**config.mk**
```make
export PLATFORM = sky130hd
export DESIGN_NAME = pacn_top
export DESIGN_NICKNAME = d
export VERILOG_FILES = /design/src/rtl/pacn_pkg.sv /design/src/rtl/pacn_sync.sv /design/src/rtl/pacn_top.sv
export SDC_FILE = /design/constraint.sdc
export NUM_CORES = 1
export LEC_CHECK = 0
export BUFFER_PORTS_ARGS = -buffer_cell sky130_fd_sc_hd__buf_2
export CAP_MARGIN = 25
export CORE_ASPECT_RATIO = 1.4
export CORE_MARGIN = 3
export CORE_UTILIZATION = 60
export CTS_BUF_LIST = sky130_fd_sc_hd__clkbuf_2 sky130_fd_sc_hd__clkbuf_4 sky130_fd_sc_hd__clkbuf_8
export DETAILED_ROUTE_END_ITERATION = 7
export GPL_ROUTABILITY_DRIVEN = 0
export PLACE_DENSITY = 0.95
export SYNTH_ARGS = -nofsm -noshare
export SYNTH_HDL_FRONTEND = slang
export SYNTH_HIERARCHICAL = 1
export SYNTH_SLANG_ARGS = --single-unit
```
**constraint.sdc**
```tcl
create_clock -name clk_sys -period 5.4 [get_ports clk_sys]
set_input_delay 0.27 -clock clk_sys [delete_from_list [all_inputs] [get_ports clk_sys]]
set_output_delay 0.27 -clock clk_sys [all_outputs]
set_load 0.01 [all_outputs]
```
**src/rtl/pacn_pkg.sv**
```systemverilog
// Package for the port analog-select and change-notify block.
// Assumes a 32-bit AHB-Lite register bus with word-aligned registers.
package pacn_pkg;

  // Widths
  localparam int unsigned PORT_W = 16;
  localparam int unsigned CN_W = 23;
  localparam int unsigned CN_LO_W = 16;
  localparam int unsigned CN_HI_W = 7;
  localparam int unsigned ADDR_W = 6;

  // Register byte offsets
  localparam logic [5:0] OFS_DIR_A = 6'h00;
  localparam logic [5:0] OFS_LAT_A = 6'h04;
  localparam logic [5:0] OFS_LVL_A = 6'h08;
  localparam logic [5:0] OFS_ANS_A = 6'h0c;
  localparam logic [5:0] OFS_DIR_B = 6'h10;
  localparam logic [5:0] OFS_LAT_B = 6'h14;
  localparam logic [5:0] OFS_LVL_B = 6'h18;
  localparam logic [5:0] OFS_ANS_B = 6'h1c;
  localparam logic [5:0] OFS_CNEN_LO = 6'h20;
  localparam logic [5:0] OFS_CNEN_HI = 6'h24;
  localparam logic [5:0] OFS_PU_LO = 6'h28;
  localparam logic [5:0] OFS_PU_HI = 6'h2c;
  localparam logic [5:0] OFS_PD_LO = 6'h30;
  localparam logic [5:0] OFS_PD_HI = 6'h34;
  localparam logic [5:0] OFS_CN_STAT = 6'h38;

  // Field positions
  localparam int unsigned CN_FLAG_BIT = 0;

  // Implemented analog-select bits per variant
  localparam logic [15:0] ANS_A_MASK = 16'h000f;
  localparam logic [15:0] ANS_B_MASK_14 = 16'hc010;
  localparam logic [15:0] ANS_B_MASK_20 = 16'hf017;
  localparam logic [15:0] ANS_B_MASK_28 = 16'hf01f;

  // Reset values
  localparam logic [15:0] DIR_RST = 16'hffff;
  localparam logic [15:0] LAT_RST = 16'h0000;
  localparam logic [15:0] ANS_RST = 16'hffff;
  localparam logic [22:0] CN_CFG_RST = 23'h000000;

  // AHB encodings
  localparam logic [1:0] HTRANS_NONSEQ = 2'h2;
  localparam logic [2:0] HSIZE_WORD = 3'h2;

endpackage : pacn_pkg

```
**src/rtl/pacn_sync.sv**
```systemverilog
// Two-flop synchroniser for a bus of independent pin levels.
// Assumes each bit is a slow level; no word coherence is promised.
`timescale 1ns/1ps
`default_nettype none
module pacn_sync #(
  parameter int unsigned W = 16
) (
  // Clock and reset
  input wire logic clk_sys,
  input wire logic nrst,
  // Levels
  input wire logic [W-1:0] async_in,
  output logic [W-1:0] sync_out
);

  typedef struct packed {
    logic [W-1:0] meta;
    logic [W-1:0] stable;
  } pacn_sync_s;

  pacn_sync_s st_q;
  pacn_sync_s st_d;

  // First stage feeds only the second stage
  always_comb begin
    st_d = st_q;
    st_d.meta = async_in;
    st_d.stable = st_q.meta;
  end

  always_ff @(posedge clk_sys or negedge nrst) begin
    if (!nrst) begin
      st_q <= '0;
    end else begin
      st_q <= st_d;
    end
  end

  assign sync_out = st_q.stable;

endmodule : pacn_sync
`default_nettype wire

```
**src/rtl/pacn_top.sv**
```systemverilog
// Port A/B digital I/O with analog select, and input change notification.
// Assumes an AHB-Lite master on clk_sys and pads outside that apply pulls.
//
// The AHB-Lite register port and the placing of the registers are this design's own decisions.
`timescale 1ns/1ps
`default_nettype none
module pacn_top #(
  parameter int unsigned PIN_COUNT = 20
) (
  // Clock and reset
  input wire logic clk_sys,
  input wire logic nrst,
  // AHB-Lite slave
  input wire logic hsel,
  input wire logic [31:0] haddr,
  input wire logic [1:0] htrans,
  input wire logic hwrite,
  input wire logic [2:0] hsize,
  input wire logic [31:0] hwdata,
  input wire logic hready,
  output logic [31:0] hrdata,
  output logic hreadyout,
  output logic hresp,
  // Port A pins
  input wire logic [15:0] port_a_in,
  output logic [15:0] port_a_out,
  output logic [15:0] port_a_oe,
  output logic [15:0] port_a_dig_buf_en,
  // Port B pins
  input wire logic [15:0] port_b_in,
  output logic [15:0] port_b_out,
  output logic [15:0] port_b_oe,
  output logic [15:0] port_b_dig_buf_en,
  // Change notify pins
  input wire logic [22:0] change_notify_in,
  output logic [22:0] weak_pullup_en,
  output logic [22:0] weak_pulldown_en,
  output logic change_notify_irq
);

  localparam logic [15:0] ANS_B_MASK = (PIN_COUNT == 14) ? pacn_pkg::ANS_B_MASK_14 :
                                       (PIN_COUNT == 20) ? pacn_pkg::ANS_B_MASK_20 :
                                       pacn_pkg::ANS_B_MASK_28;

  typedef struct packed {
    logic [15:0] dir_a;
    logic [15:0] dir_b;
    logic [15:0] lat_a;
    logic [15:0] lat_b;
    logic [15:0] ans_a;
    logic [15:0] ans_b;
    logic [22:0] cn_en;
    logic [22:0] pu_en;
    logic [22:0] pd_en;
    logic [22:0] cn_prev;
    logic cn_prev_vld;
    logic cn_flag;
    logic wr_pend;
    logic [5:0] wr_addr;
    logic [31:0] rdata;
  } pacn_state_s;

  pacn_state_s st_q;
  pacn_state_s st_d;

  logic [15:0] pin_a_sync;
  logic [15:0] pin_b_sync;
  logic [22:0] cn_sync;
  logic [15:0] lvl_a;
  logic [15:0] lvl_b;
  logic addr_ok;
  logic cn_event;

  // Pin levels cross into clk_sys before any logic sees them
  pacn_sync #(.W(16)) u_sync_a (
    .clk_sys(clk_sys),
    .nrst(nrst),
    .async_in(port_a_in),
    .sync_out(pin_a_sync)
  );

  pacn_sync #(.W(16)) u_sync_b (
    .clk_sys(clk_sys),
    .nrst(nrst),
    .async_in(port_b_in),
    .sync_out(pin_b_sync)
  );

  pacn_sync #(.W(23)) u_sync_cn (
    .clk_sys(clk_sys),
    .nrst(nrst),
    .async_in(change_notify_in),
    .sync_out(cn_sync)
  );

  // Analog pins read low whatever the pad shows
  assign lvl_a = pin_a_sync & ~st_q.ans_a;
  assign lvl_b = pin_b_sync & ~st_q.ans_b;

  // Word writes merge into a register keeping only implemented bits
  function automatic logic [15:0] merge16(input logic [31:0] wdata, input logic [15:0] mask);
    merge16 = wdata[15:0] & mask;
  endfunction : merge16

  // Read mux shared by all register offsets
  function automatic logic [31:0] read_reg(input logic [5:0] ofs, input pacn_state_s s,
                                           input logic [15:0] la, input logic [15:0] lb);
    read_reg = 32'h0000_0000;
    unique case (ofs)
      pacn_pkg::OFS_DIR_A: read_reg[15:0] = s.dir_a;
      pacn_pkg::OFS_LAT_A: read_reg[15:0] = s.lat_a;
      pacn_pkg::OFS_LVL_A: read_reg[15:0] = la;
      pacn_pkg::OFS_ANS_A: read_reg[15:0] = s.ans_a;
      pacn_pkg::OFS_DIR_B: read_reg[15:0] = s.dir_b;
      pacn_pkg::OFS_LAT_B: read_reg[15:0] = s.lat_b;
      pacn_pkg::OFS_LVL_B: read_reg[15:0] = lb;
      pacn_pkg::OFS_ANS_B: read_reg[15:0] = s.ans_b;
      pacn_pkg::OFS_CNEN_LO: read_reg[15:0] = s.cn_en[15:0];
      pacn_pkg::OFS_CNEN_HI: read_reg[6:0] = s.cn_en[22:16];
      pacn_pkg::OFS_PU_LO: read_reg[15:0] = s.pu_en[15:0];
      pacn_pkg::OFS_PU_HI: read_reg[6:0] = s.pu_en[22:16];
      pacn_pkg::OFS_PD_LO: read_reg[15:0] = s.pd_en[15:0];
      pacn_pkg::OFS_PD_HI: read_reg[6:0] = s.pd_en[22:16];
      pacn_pkg::OFS_CN_STAT: read_reg[pacn_pkg::CN_FLAG_BIT] = s.cn_flag;
      default: read_reg = 32'h0000_0000;
    endcase
  endfunction : read_reg

  assign addr_ok = hsel && hready && (htrans == pacn_pkg::HTRANS_NONSEQ);

  // Any enabled pin that moved since last cycle
  assign cn_event = st_q.cn_prev_vld && (|((cn_sync ^ st_q.cn_prev) & st_q.cn_en));

  always_comb begin
    st_d = st_q;
    // Previous level tracks every pin so enabling a pin never fires on stale data
    st_d.cn_prev = cn_sync;
    st_d.cn_prev_vld = 1'b1;
    // Data phase write
    st_d.wr_pend = 1'b0;
    if (st_q.wr_pend) begin
      unique case (st_q.wr_addr)
        pacn_pkg::OFS_DIR_A: st_d.dir_a = hwdata[15:0];
        pacn_pkg::OFS_LAT_A: st_d.lat_a = hwdata[15:0];
        pacn_pkg::OFS_LVL_A: st_d.lat_a = hwdata[15:0];
        pacn_pkg::OFS_ANS_A: st_d.ans_a = merge16(hwdata, pacn_pkg::ANS_A_MASK);
        pacn_pkg::OFS_DIR_B: st_d.dir_b = hwdata[15:0];
        pacn_pkg::OFS_LAT_B: st_d.lat_b = hwdata[15:0];
        pacn_pkg::OFS_LVL_B: st_d.lat_b = hwdata[15:0];
        pacn_pkg::OFS_ANS_B: st_d.ans_b = merge16(hwdata, ANS_B_MASK);
        pacn_pkg::OFS_CNEN_LO: st_d.cn_en[15:0] = hwdata[15:0];
        pacn_pkg::OFS_CNEN_HI: st_d.cn_en[22:16] = hwdata[6:0];
        pacn_pkg::OFS_PU_LO: st_d.pu_en[15:0] = hwdata[15:0];
        pacn_pkg::OFS_PU_HI: st_d.pu_en[22:16] = hwdata[6:0];
        pacn_pkg::OFS_PD_LO: st_d.pd_en[15:0] = hwdata[15:0];
        pacn_pkg::OFS_PD_HI: st_d.pd_en[22:16] = hwdata[6:0];
        pacn_pkg::OFS_CN_STAT: begin
          if (hwdata[pacn_pkg::CN_FLAG_BIT]) begin
            st_d.cn_flag = 1'b0;
          end
        end
        default: st_d.wr_pend = 1'b0;
      endcase
    end
    // Set after clear so a change in the clearing cycle survives
    if (cn_event) begin
      st_d.cn_flag = 1'b1;
    end
    // Address phase: read data is built now and stands in the data phase
    // Built from the post-write image so a pipelined read-after-write sees new data
    if (addr_ok) begin
      st_d.wr_pend = hwrite;
      st_d.wr_addr = haddr[5:0];
      st_d.rdata = hwrite ? 32'h0000_0000 : read_reg(haddr[5:0], st_d, lvl_a, lvl_b);
    end
  end

  always_ff @(posedge clk_sys or negedge nrst) begin
    if (!nrst) begin
      st_q.dir_a <= pacn_pkg::DIR_RST;
      st_q.dir_b <= pacn_pkg::DIR_RST;
      st_q.lat_a <= pacn_pkg::LAT_RST;
      st_q.lat_b <= pacn_pkg::LAT_RST;
      st_q.ans_a <= pacn_pkg::ANS_RST & pacn_pkg::ANS_A_MASK;
      st_q.ans_b <= pacn_pkg::ANS_RST & ANS_B_MASK;
      st_q.cn_en <= pacn_pkg::CN_CFG_RST;
      st_q.pu_en <= pacn_pkg::CN_CFG_RST;
      st_q.pd_en <= pacn_pkg::CN_CFG_RST;
      st_q.cn_prev <= '0;
      st_q.cn_prev_vld <= 1'b0;
      st_q.cn_flag <= 1'b0;
      st_q.wr_pend <= 1'b0;
      st_q.wr_addr <= '0;
      st_q.rdata <= '0;
    end else begin
      st_q <= st_d;
    end
  end

  // Bus answers every transfer at once with OKAY
  assign hreadyout = 1'b1;
  assign hresp = 1'b0;
  assign hrdata = st_q.rdata;

  // Pads
  assign port_a_out = st_q.lat_a;
  assign port_b_out = st_q.lat_b;
  assign port_a_oe = ~st_q.dir_a;
  assign port_b_oe = ~st_q.dir_b;
  assign port_a_dig_buf_en = ~st_q.ans_a;
  assign port_b_dig_buf_en = ~st_q.ans_b;
  // Both pulls may be on at once if software asks; the pad must tolerate it
  assign weak_pullup_en = st_q.pu_en;
  assign weak_pulldown_en = st_q.pd_en;
  assign change_notify_irq = st_q.cn_flag;

endmodule : pacn_top
`default_nettype wire

```
==> flow_metrics.py, run 1 <==
metrics = {
    "logic_synthesis": {
        "synth_mux_area_frac": 0.125,
        "synth_seq_cells": 323,
        "synth_top_family_by_area": "multiplexers",
        "synth_xor_area_frac": 0.0159,
        "ys_warn_count": 6,
        "synth_common_cells": "dfrtp_1, mux2_2, buf_4",
        "yosysSeqAreaShare": 0.616,
        "yosysMostFrequentCell": "dfrtp_1",
        "synth_top_area_frac": 0.528,
        "synth_top_area_cell": "dfrtp_1",
        "synth_simple_gate_area_frac": 0.0664,
        "async_flop_share": 1.00,
        "synth_edf_count": 0,
        "yosys-top-cells-area": "dfrtp_1, mux2_2, dfstp_2",
        "synth_cells": 1029,
        "synth_compound_area_frac": 0.0816,
        "ys.flop_type": "dfrtp_1",
        "syn_area_um2": 13200,
        "ys_types": 55,
        "avgSynthCellArea_um2": 12.8,
        "synth_fa_ha_area_frac": 0,
    },
    "clocking": {
        "clock-sinks": 323,
        "cts_hold_buf": 57,
        "clock_tree.root_cell": "clkbuf_8",
        "clockBufferDepth": 3,
        "worstSkewPairLatency_ns": 0.57,
        "cts_tree": "done",
        "cts_resized": 0,
        "post-cts-setup-buffers": 0,
        "cts_max_level": 2,
        "cts_buffers": 45,
        "clk_pin_slew_ns": 0.07,
    },
    "power_and_ir_drop": {
        "seqPwrFrac": 0.517,
        "power_density_nw_per_um2": 335,
        "swShare": 0.255,
        "p_leak_uw": 0.00741,
        "p_comb_frac": 0.103,
        "p_int_uw": 3900,
        "p_clk_frac": 0.380,
        "p_sw_uw": 1340,
        "peakVddDrop_mv": 0.213,
    },
    "setup_path": {
        "cp_cell_sequence": "nor3b_4, or4b_1, mux2_4, a222oi_1, nand2_1, o21a_1, a221o_1",
        "crit_fanout": 16,
        "cp_slowest_cell": "or4b_1",
        "required_ns": 5.85,
        "crit_buf_inv": 0,
        "path_class": "reg -> reg",
        "endpoint_kind": "flip-flop",
        "cp_slowest_stage_delay_ns": 0.97,
        "cp-start-kind": "flip-flop",
        "cp_top_family": "simple AND/OR/NAND/NOR gates",
        "arrival_ns": 4.11,
    },
    "floorplanning": {
        "dieArea_um2": 23900,
        "die_x_um": 131,
        "die_h_um": 182,
        "start_util": 0.616,
        "rows": 63,
        "ioPinCount": 306,
        "coreArea_um2": 21400,
    },
    "finish": {
        "finalInstanceArea_um2": 15600,
        "nets": 1389,
        "syn2layout_area_growth_pct": 18.3,
        "drive_gt1_frac": 0.411,
        "fillers": 1342,
    },
    "detailed_routing": {
        "ant_nets": 0,
        "drt_iter0_drc": 1161,
        "wl_per_cell_um": 24.8,
        "vias": 9658,
        "drc": 0,
        "wl_mm": 39.3,
        "firstDrtPassIters": 6,
        "vias_per_cell": 6.08,
    },
    "sta": {
        "fin_crit_sh": 0.679,
        "finClkSkew_ns": 0.0303,
        "maxSlewHeadroom": 0.269,
        "rsz0062_at_grt": "false",
        "final-hold-violation-count": 0,
        "layout_min_cycle_time_ns": 3.67,
        "setup_tns_ns": 0,
        "slew_violations": 0,
        "timing.fmax_mhz": 273,
        "tightest_slew_ns": 1.09,
        "setup_viol_count_final": 0,
    },
    "global_routing": {
        "grt_max_degree": 135,
        "grt_usage": 0.324,
        "grt_pass1_vias": 10082,
        "antenna_found_initial": 4,
        "grt_pass1_wl_mm": 59.0,
        "gr-total-overflow": 0,
    },
    "flow_run": {
        "cap_violations": 0,
    },
    "status": {
        "status": "finished, final reports clean",
    },
    "min_path": {
        "holdCritPathClass": "in -> reg",
    },
    "placed_design": {
        "place_area_um2": 14100,
        "io_buffers": 242,
        "dp_hpwl_mm": 25.4,
    },
}
[sequential cells by signal, summed over array words and instances (netlist names)]
| register | flops |
|---|---|
| u_sync_cn/st_d | 23 |
| port_a_out | 16 |
| u_sync_b/st_d | 16 |
| weak_pulldown_en | 23 |
| u_sync_a/sync_out | 16 |
| port_b_out | 16 |
| st_q | 118 |
| u_sync_b/sync_out | 16 |
| u_sync_a/st_d | 16 |
| u_sync_cn/sync_out | 23 |
| change_notify_irq | 1 |
| hrdata | 16 |
| weak_pullup_en | 23 |
[worst reg2reg max path, delay by kind of cell, from the launching register on]
family	cells	cell delay, ns
mux	1	0.49
compound gates	3	0.84
simple gates	3	1.79
flops	1	0.46
[per-stage QoR]
| stage | hold slack [ns] | utilization | instances | worst slack [ns] | power (µW) |
|---|---|---|---|---|---|
| 3_5_place_dp | 0.335 | 0.656 | 1446 | 1.88 | 3230 |
| 3_3_place_gp | 0.331 | 0.656 | 1446 | 1.94 | 3200 |
| 2_1_floorplan | -0.0256 | - | 1046 | 2.92 | 3030 |
| 6_report | 0.0520 | 0.729 | 1588 | 1.73 | 5240 |
| 5_1_grt | 0.0401 | 0.729 | 1588 | 1.66 | 5420 |
| 4_1_cts | 0.0210 | 0.727 | 1583 | 1.83 | 5240 |
[worst paths after layout]
path / cells past startpoint / endpoint / slack, ns / from
max: 7 / hrdata[2] / 1.73 / st_q[37]
min reg2reg: 0 / u_sync_cn/sync_out[14] / 0.33 / u_sync_cn/st_d[14]
min in group asynchronous: 2 / u_sync_cn/st_d[6] / 0.42 / nrst
max in group asynchronous: 3 / port_a_out[13] / 3.57 / nrst
max reg2reg: 7 / hrdata[2] / 1.73 / st_q[37]
min: 3 / st_q[204] / 0.05 / hwdata[7]
[cells in the final DEF (no fill, tap or decap), types with 13 or more instances in the layout]
master,n
dfstp_2,44
xor2_1,23
nand2_1,65
nor2_1,16
buf_4,18
dlygate4sd3_1,57
mux2_2,130
a21oi_1,27
clkbuf_4,16
inv_1,67
clkbuf_8,58
and2_1,14
buf_2,241
mux2_1,13
dfrtp_1,279
conb_1,19
a22oi_1,56
[layer usage]
layer / global-route usage / share of wire
met1: 0.372 / 0.33
met2: 0.520 / 0.48
met3: 0.0868 / 0.11
met4: 0.247 / 0.086
met5: 0 / 0.00018
[layout make-up]
class,instances,area (µm²),share of cell area
diodes,3,7.51,0.000480
clock buffers,74,918,0.0588
clock inverters,6,40.0,0.00256
inverters,67,251,0.0161
multi-input cells,503,3940,0.252
flip-flops and latches,323,8140,0.521
well taps,292,365,0.0234
repair buffers,320,1970,0.126
[cells by family after synthesis]
kind of cell	count (synthesis)
and+or+nand+nor	166
AOI/OAI and AO/OA	148
xor gates and xnor gates	24
other	2
DFF	323
muxes	146
buffers and inverters	220
[power by group through the flow]
stage          logic [µW]  registers (µW)  clock network (µW)
2_1_floorplan         332            2700                   0
3_3_place_gp          472            2730                   0
3_5_place_dp          490            2740                   0
4_1_cts               530            2700                2000
5_1_grt               577            2720                2120
6_report              542            2710                1990
No activity file was read; power rests on OpenSTA's default activity.
==> run 2: changes to the inputs <==
--- a/config.mk
+++ b/config.mk
@@ -9,11 +9,11 @@
 export CAP_MARGIN = 25
 export CORE_ASPECT_RATIO = 1.4
 export CORE_MARGIN = 3
-export CORE_UTILIZATION = 60
+export CORE_UTILIZATION = 56
 export CTS_BUF_LIST = sky130_fd_sc_hd__clkbuf_2 sky130_fd_sc_hd__clkbuf_4 sky130_fd_sc_hd__clkbuf_8
 export DETAILED_ROUTE_END_ITERATION = 7
 export GPL_ROUTABILITY_DRIVEN = 0
-export PLACE_DENSITY = 0.95
+export PLACE_DENSITY = 0.92
 export SYNTH_ARGS = -nofsm -noshare
 export SYNTH_HDL_FRONTEND = slang
 export SYNTH_HIERARCHICAL = 1
==> constraint.sdc (replaced) <==
create_clock -name clk_sys -period 3.4 [get_ports clk_sys]
set_input_delay 0.17 -clock clk_sys [delete_from_list [all_inputs] [get_ports clk_sys]]
set_output_delay 0.17 -clock clk_sys [all_outputs]
set_load 0.01 [all_outputs]
==> flow_metrics.py, run 2 (synthesized netlist as in run 1, its figures left out) <==
metrics = {
    "power_and_ir_drop": {
        "p_leak_uw": 0.00760,
        "power_density_nw_per_um2": 542,
        "peakVddDrop_mv": 0.426,
    },
    "placed_design": {
        "place_area_um2": 14200,
        "dp_hpwl_mm": 26.4,
        "dp_cells": 1471,
        "io_buffers": 242,
        "pre_cts_ws_ns": 0.404,
    },
    "finish": {
        "drive_gt1_frac": 0.413,
        "finalInstanceArea_um2": 16000,
        "diodes": 0,
        "largest_reg_flops": 118,
        "syn2layout_area_growth_pct": 21.1,
        "final_util": 0.700,
        "nets": 1420,
        "final_common_cell": "dfrtp_1",
        "instances_no_fill": 1629,
        "final_cell_mix": "dfrtp_1, buf_2, mux2_2",
        "largest_register": "st_q",
    },
    "global_routing": {
        "grt_pass1_wl_mm": 59.0,
        "grt_usage": 0.308,
        "antenna_found_initial": 1,
        "gr-total-overflow": 0,
        "grt_max_degree": 104,
        "grt_pass1_vias": 10055,
    },
    "setup_path": {
        "timing.rr.start": "st_q[35]",
        "crit_buf_inv": 0,
        "required_ns": 3.87,
        "rr_worst_depth": 7,
        "cp_cell_sequence": "nor4bb_2, nand2_1, nor4b_1, a221oi_1, nand3_1, or3_1, a22o_1",
        "r2r_slack_ns": 0.26,
        "cp-start-kind": "flip-flop",
        "r2r_end": "hrdata[5]",
        "cp_slowest_stage_delay_ns": 0.59,
        "cp_slowest_cell": "nor4bb_2",
        "endpoint_kind": "flip-flop",
        "arrival_ns": 3.61,
        "path_class": "reg -> reg",
        "cp_top_family": "simple AND/OR/NAND/NOR gates",
        "crit_fanout": 7,
    },
    "detailed_routing": {
        "ant_nets": 0,
        "firstDrtPassIters": 6,
        "wl_mm": 39.2,
        "vias": 9661,
        "vias_per_cell": 5.93,
        "wl_per_cell_um": 24.1,
        "drt_iter0_drc": 1101,
        "drc": 0,
    },
    "clocking": {
        "worstSkewPairLatency_ns": 0.59,
        "cts_tree": "done",
        "cts_max_level": 2,
        "cts_buffers": 47,
        "clock_tree.root_cell": "clkbuf_8",
        "post-cts-setup-buffers": 0,
        "clock-sinks": 323,
        "clockBufferDepth": 3,
        "clk_pin_slew_ns": 0.07,
    },
    "min_path": {
        "min_path_cells": 2,
        "holdCritPathClass": "in -> reg",
        "hold_end": "port_a_out[5]",
        "hp-start": "hwdata[5]",
    },
    "floorplanning": {
        "die_x_um": 136,
        "ioPinCount": 306,
        "dieArea_um2": 25500,
        "coreArea_um2": 22900,
        "die_h_um": 188,
        "start_util": 0.578,
        "rows": 65,
    },
    "sta": {
        "setup_viol_count_final": 0,
        "setup_tns_ns": 0,
        "finClkSkew_ns": 0.0308,
        "slew_violations": 0,
        "layout_min_cycle_time_ns": 3.14,
        "maxSlewHeadroom": 0.276,
        "finalWorstSetupSlack_ns": 0.259,
        "rsz0062_at_grt": "false",
        "timing.fmax_mhz": 318,
        "tightest_slew_ns": 1.08,
        "final-hold-violation-count": 0,
        "fin_crit_sh": 0.924,
    },
    "status": {
        "status": "finished, final reports clean",
    },
    "flow_run": {
        "cap_violations": 0,
    },
}
-- run 2: cell types whose count changed in the layout (fill, tap and decap cells not counted), sizes merged --
cell	delta
buf	+14
bufinv	+4
clkbuf	-9
clkinv	+8
clkinvlp	+3
diode	-3
dlygate4sd3	+15
-- run 2: cell type report --
class	count	area (µm²)
sequential	323	8140
fill	1451	6850
multi-input combinational	503	3930
timing repair buffer	349	2230
clock buffer	65	851
tap	301	377
inverter	67	251
clock inverter	21	225
-- run 2: timing repair --
item,4_1_cts,5_1_grt
hold buffers,72,0
hold endpoints to repair,223,0
gates resized for setup,0,0
endpoints found under the setup margin,0,0
-- run 2: how the worst max path moves through the flow --
| stage | cells past startpoint | end | from |
|---|---|---|---|
| floorplan | 8 | hrdata[0] | st_q[37] |
| global placement | 7 | hrdata[0] | st_q[33] |
| detailed placement | 7 | hrdata[0] | st_q[33] |
| CTS | 7 | hrdata[0] | st_q[33] |
| global route | 7 | hrdata[9] | st_q[33] |
| finish | 7 | hrdata[5] | st_q[35] |
-- run 2: power by group --
group / switching [µW] / total, µW / internal (µW)
clock network: 1540 / 3490 / 1950
logic: 504 / 874 / 370
registers: 171 / 4300 / 4130
total: 2220 / 8670 / 6450
-- run 2: through the flow --
step / hold slack (ns) / total power [µW]
after detailed placement: 0.262 / 5140
after CTS: 0.00638 / 8650
after global placement: 0.249 / 5090
after floorplan: -0.126 / 4820
final: 0.0150 / 8670
after global routing: 0.0273 / 8950
-- run 2: per-layer routing --
layer	vias up	routed length [µm]	global-route usage
met5	-	13	0
met4	2	3690	0.229
met3	234	4110	0.0829
met2	746	17900	0.476
met1	4700	13500	0.368
li1	3979	-	-
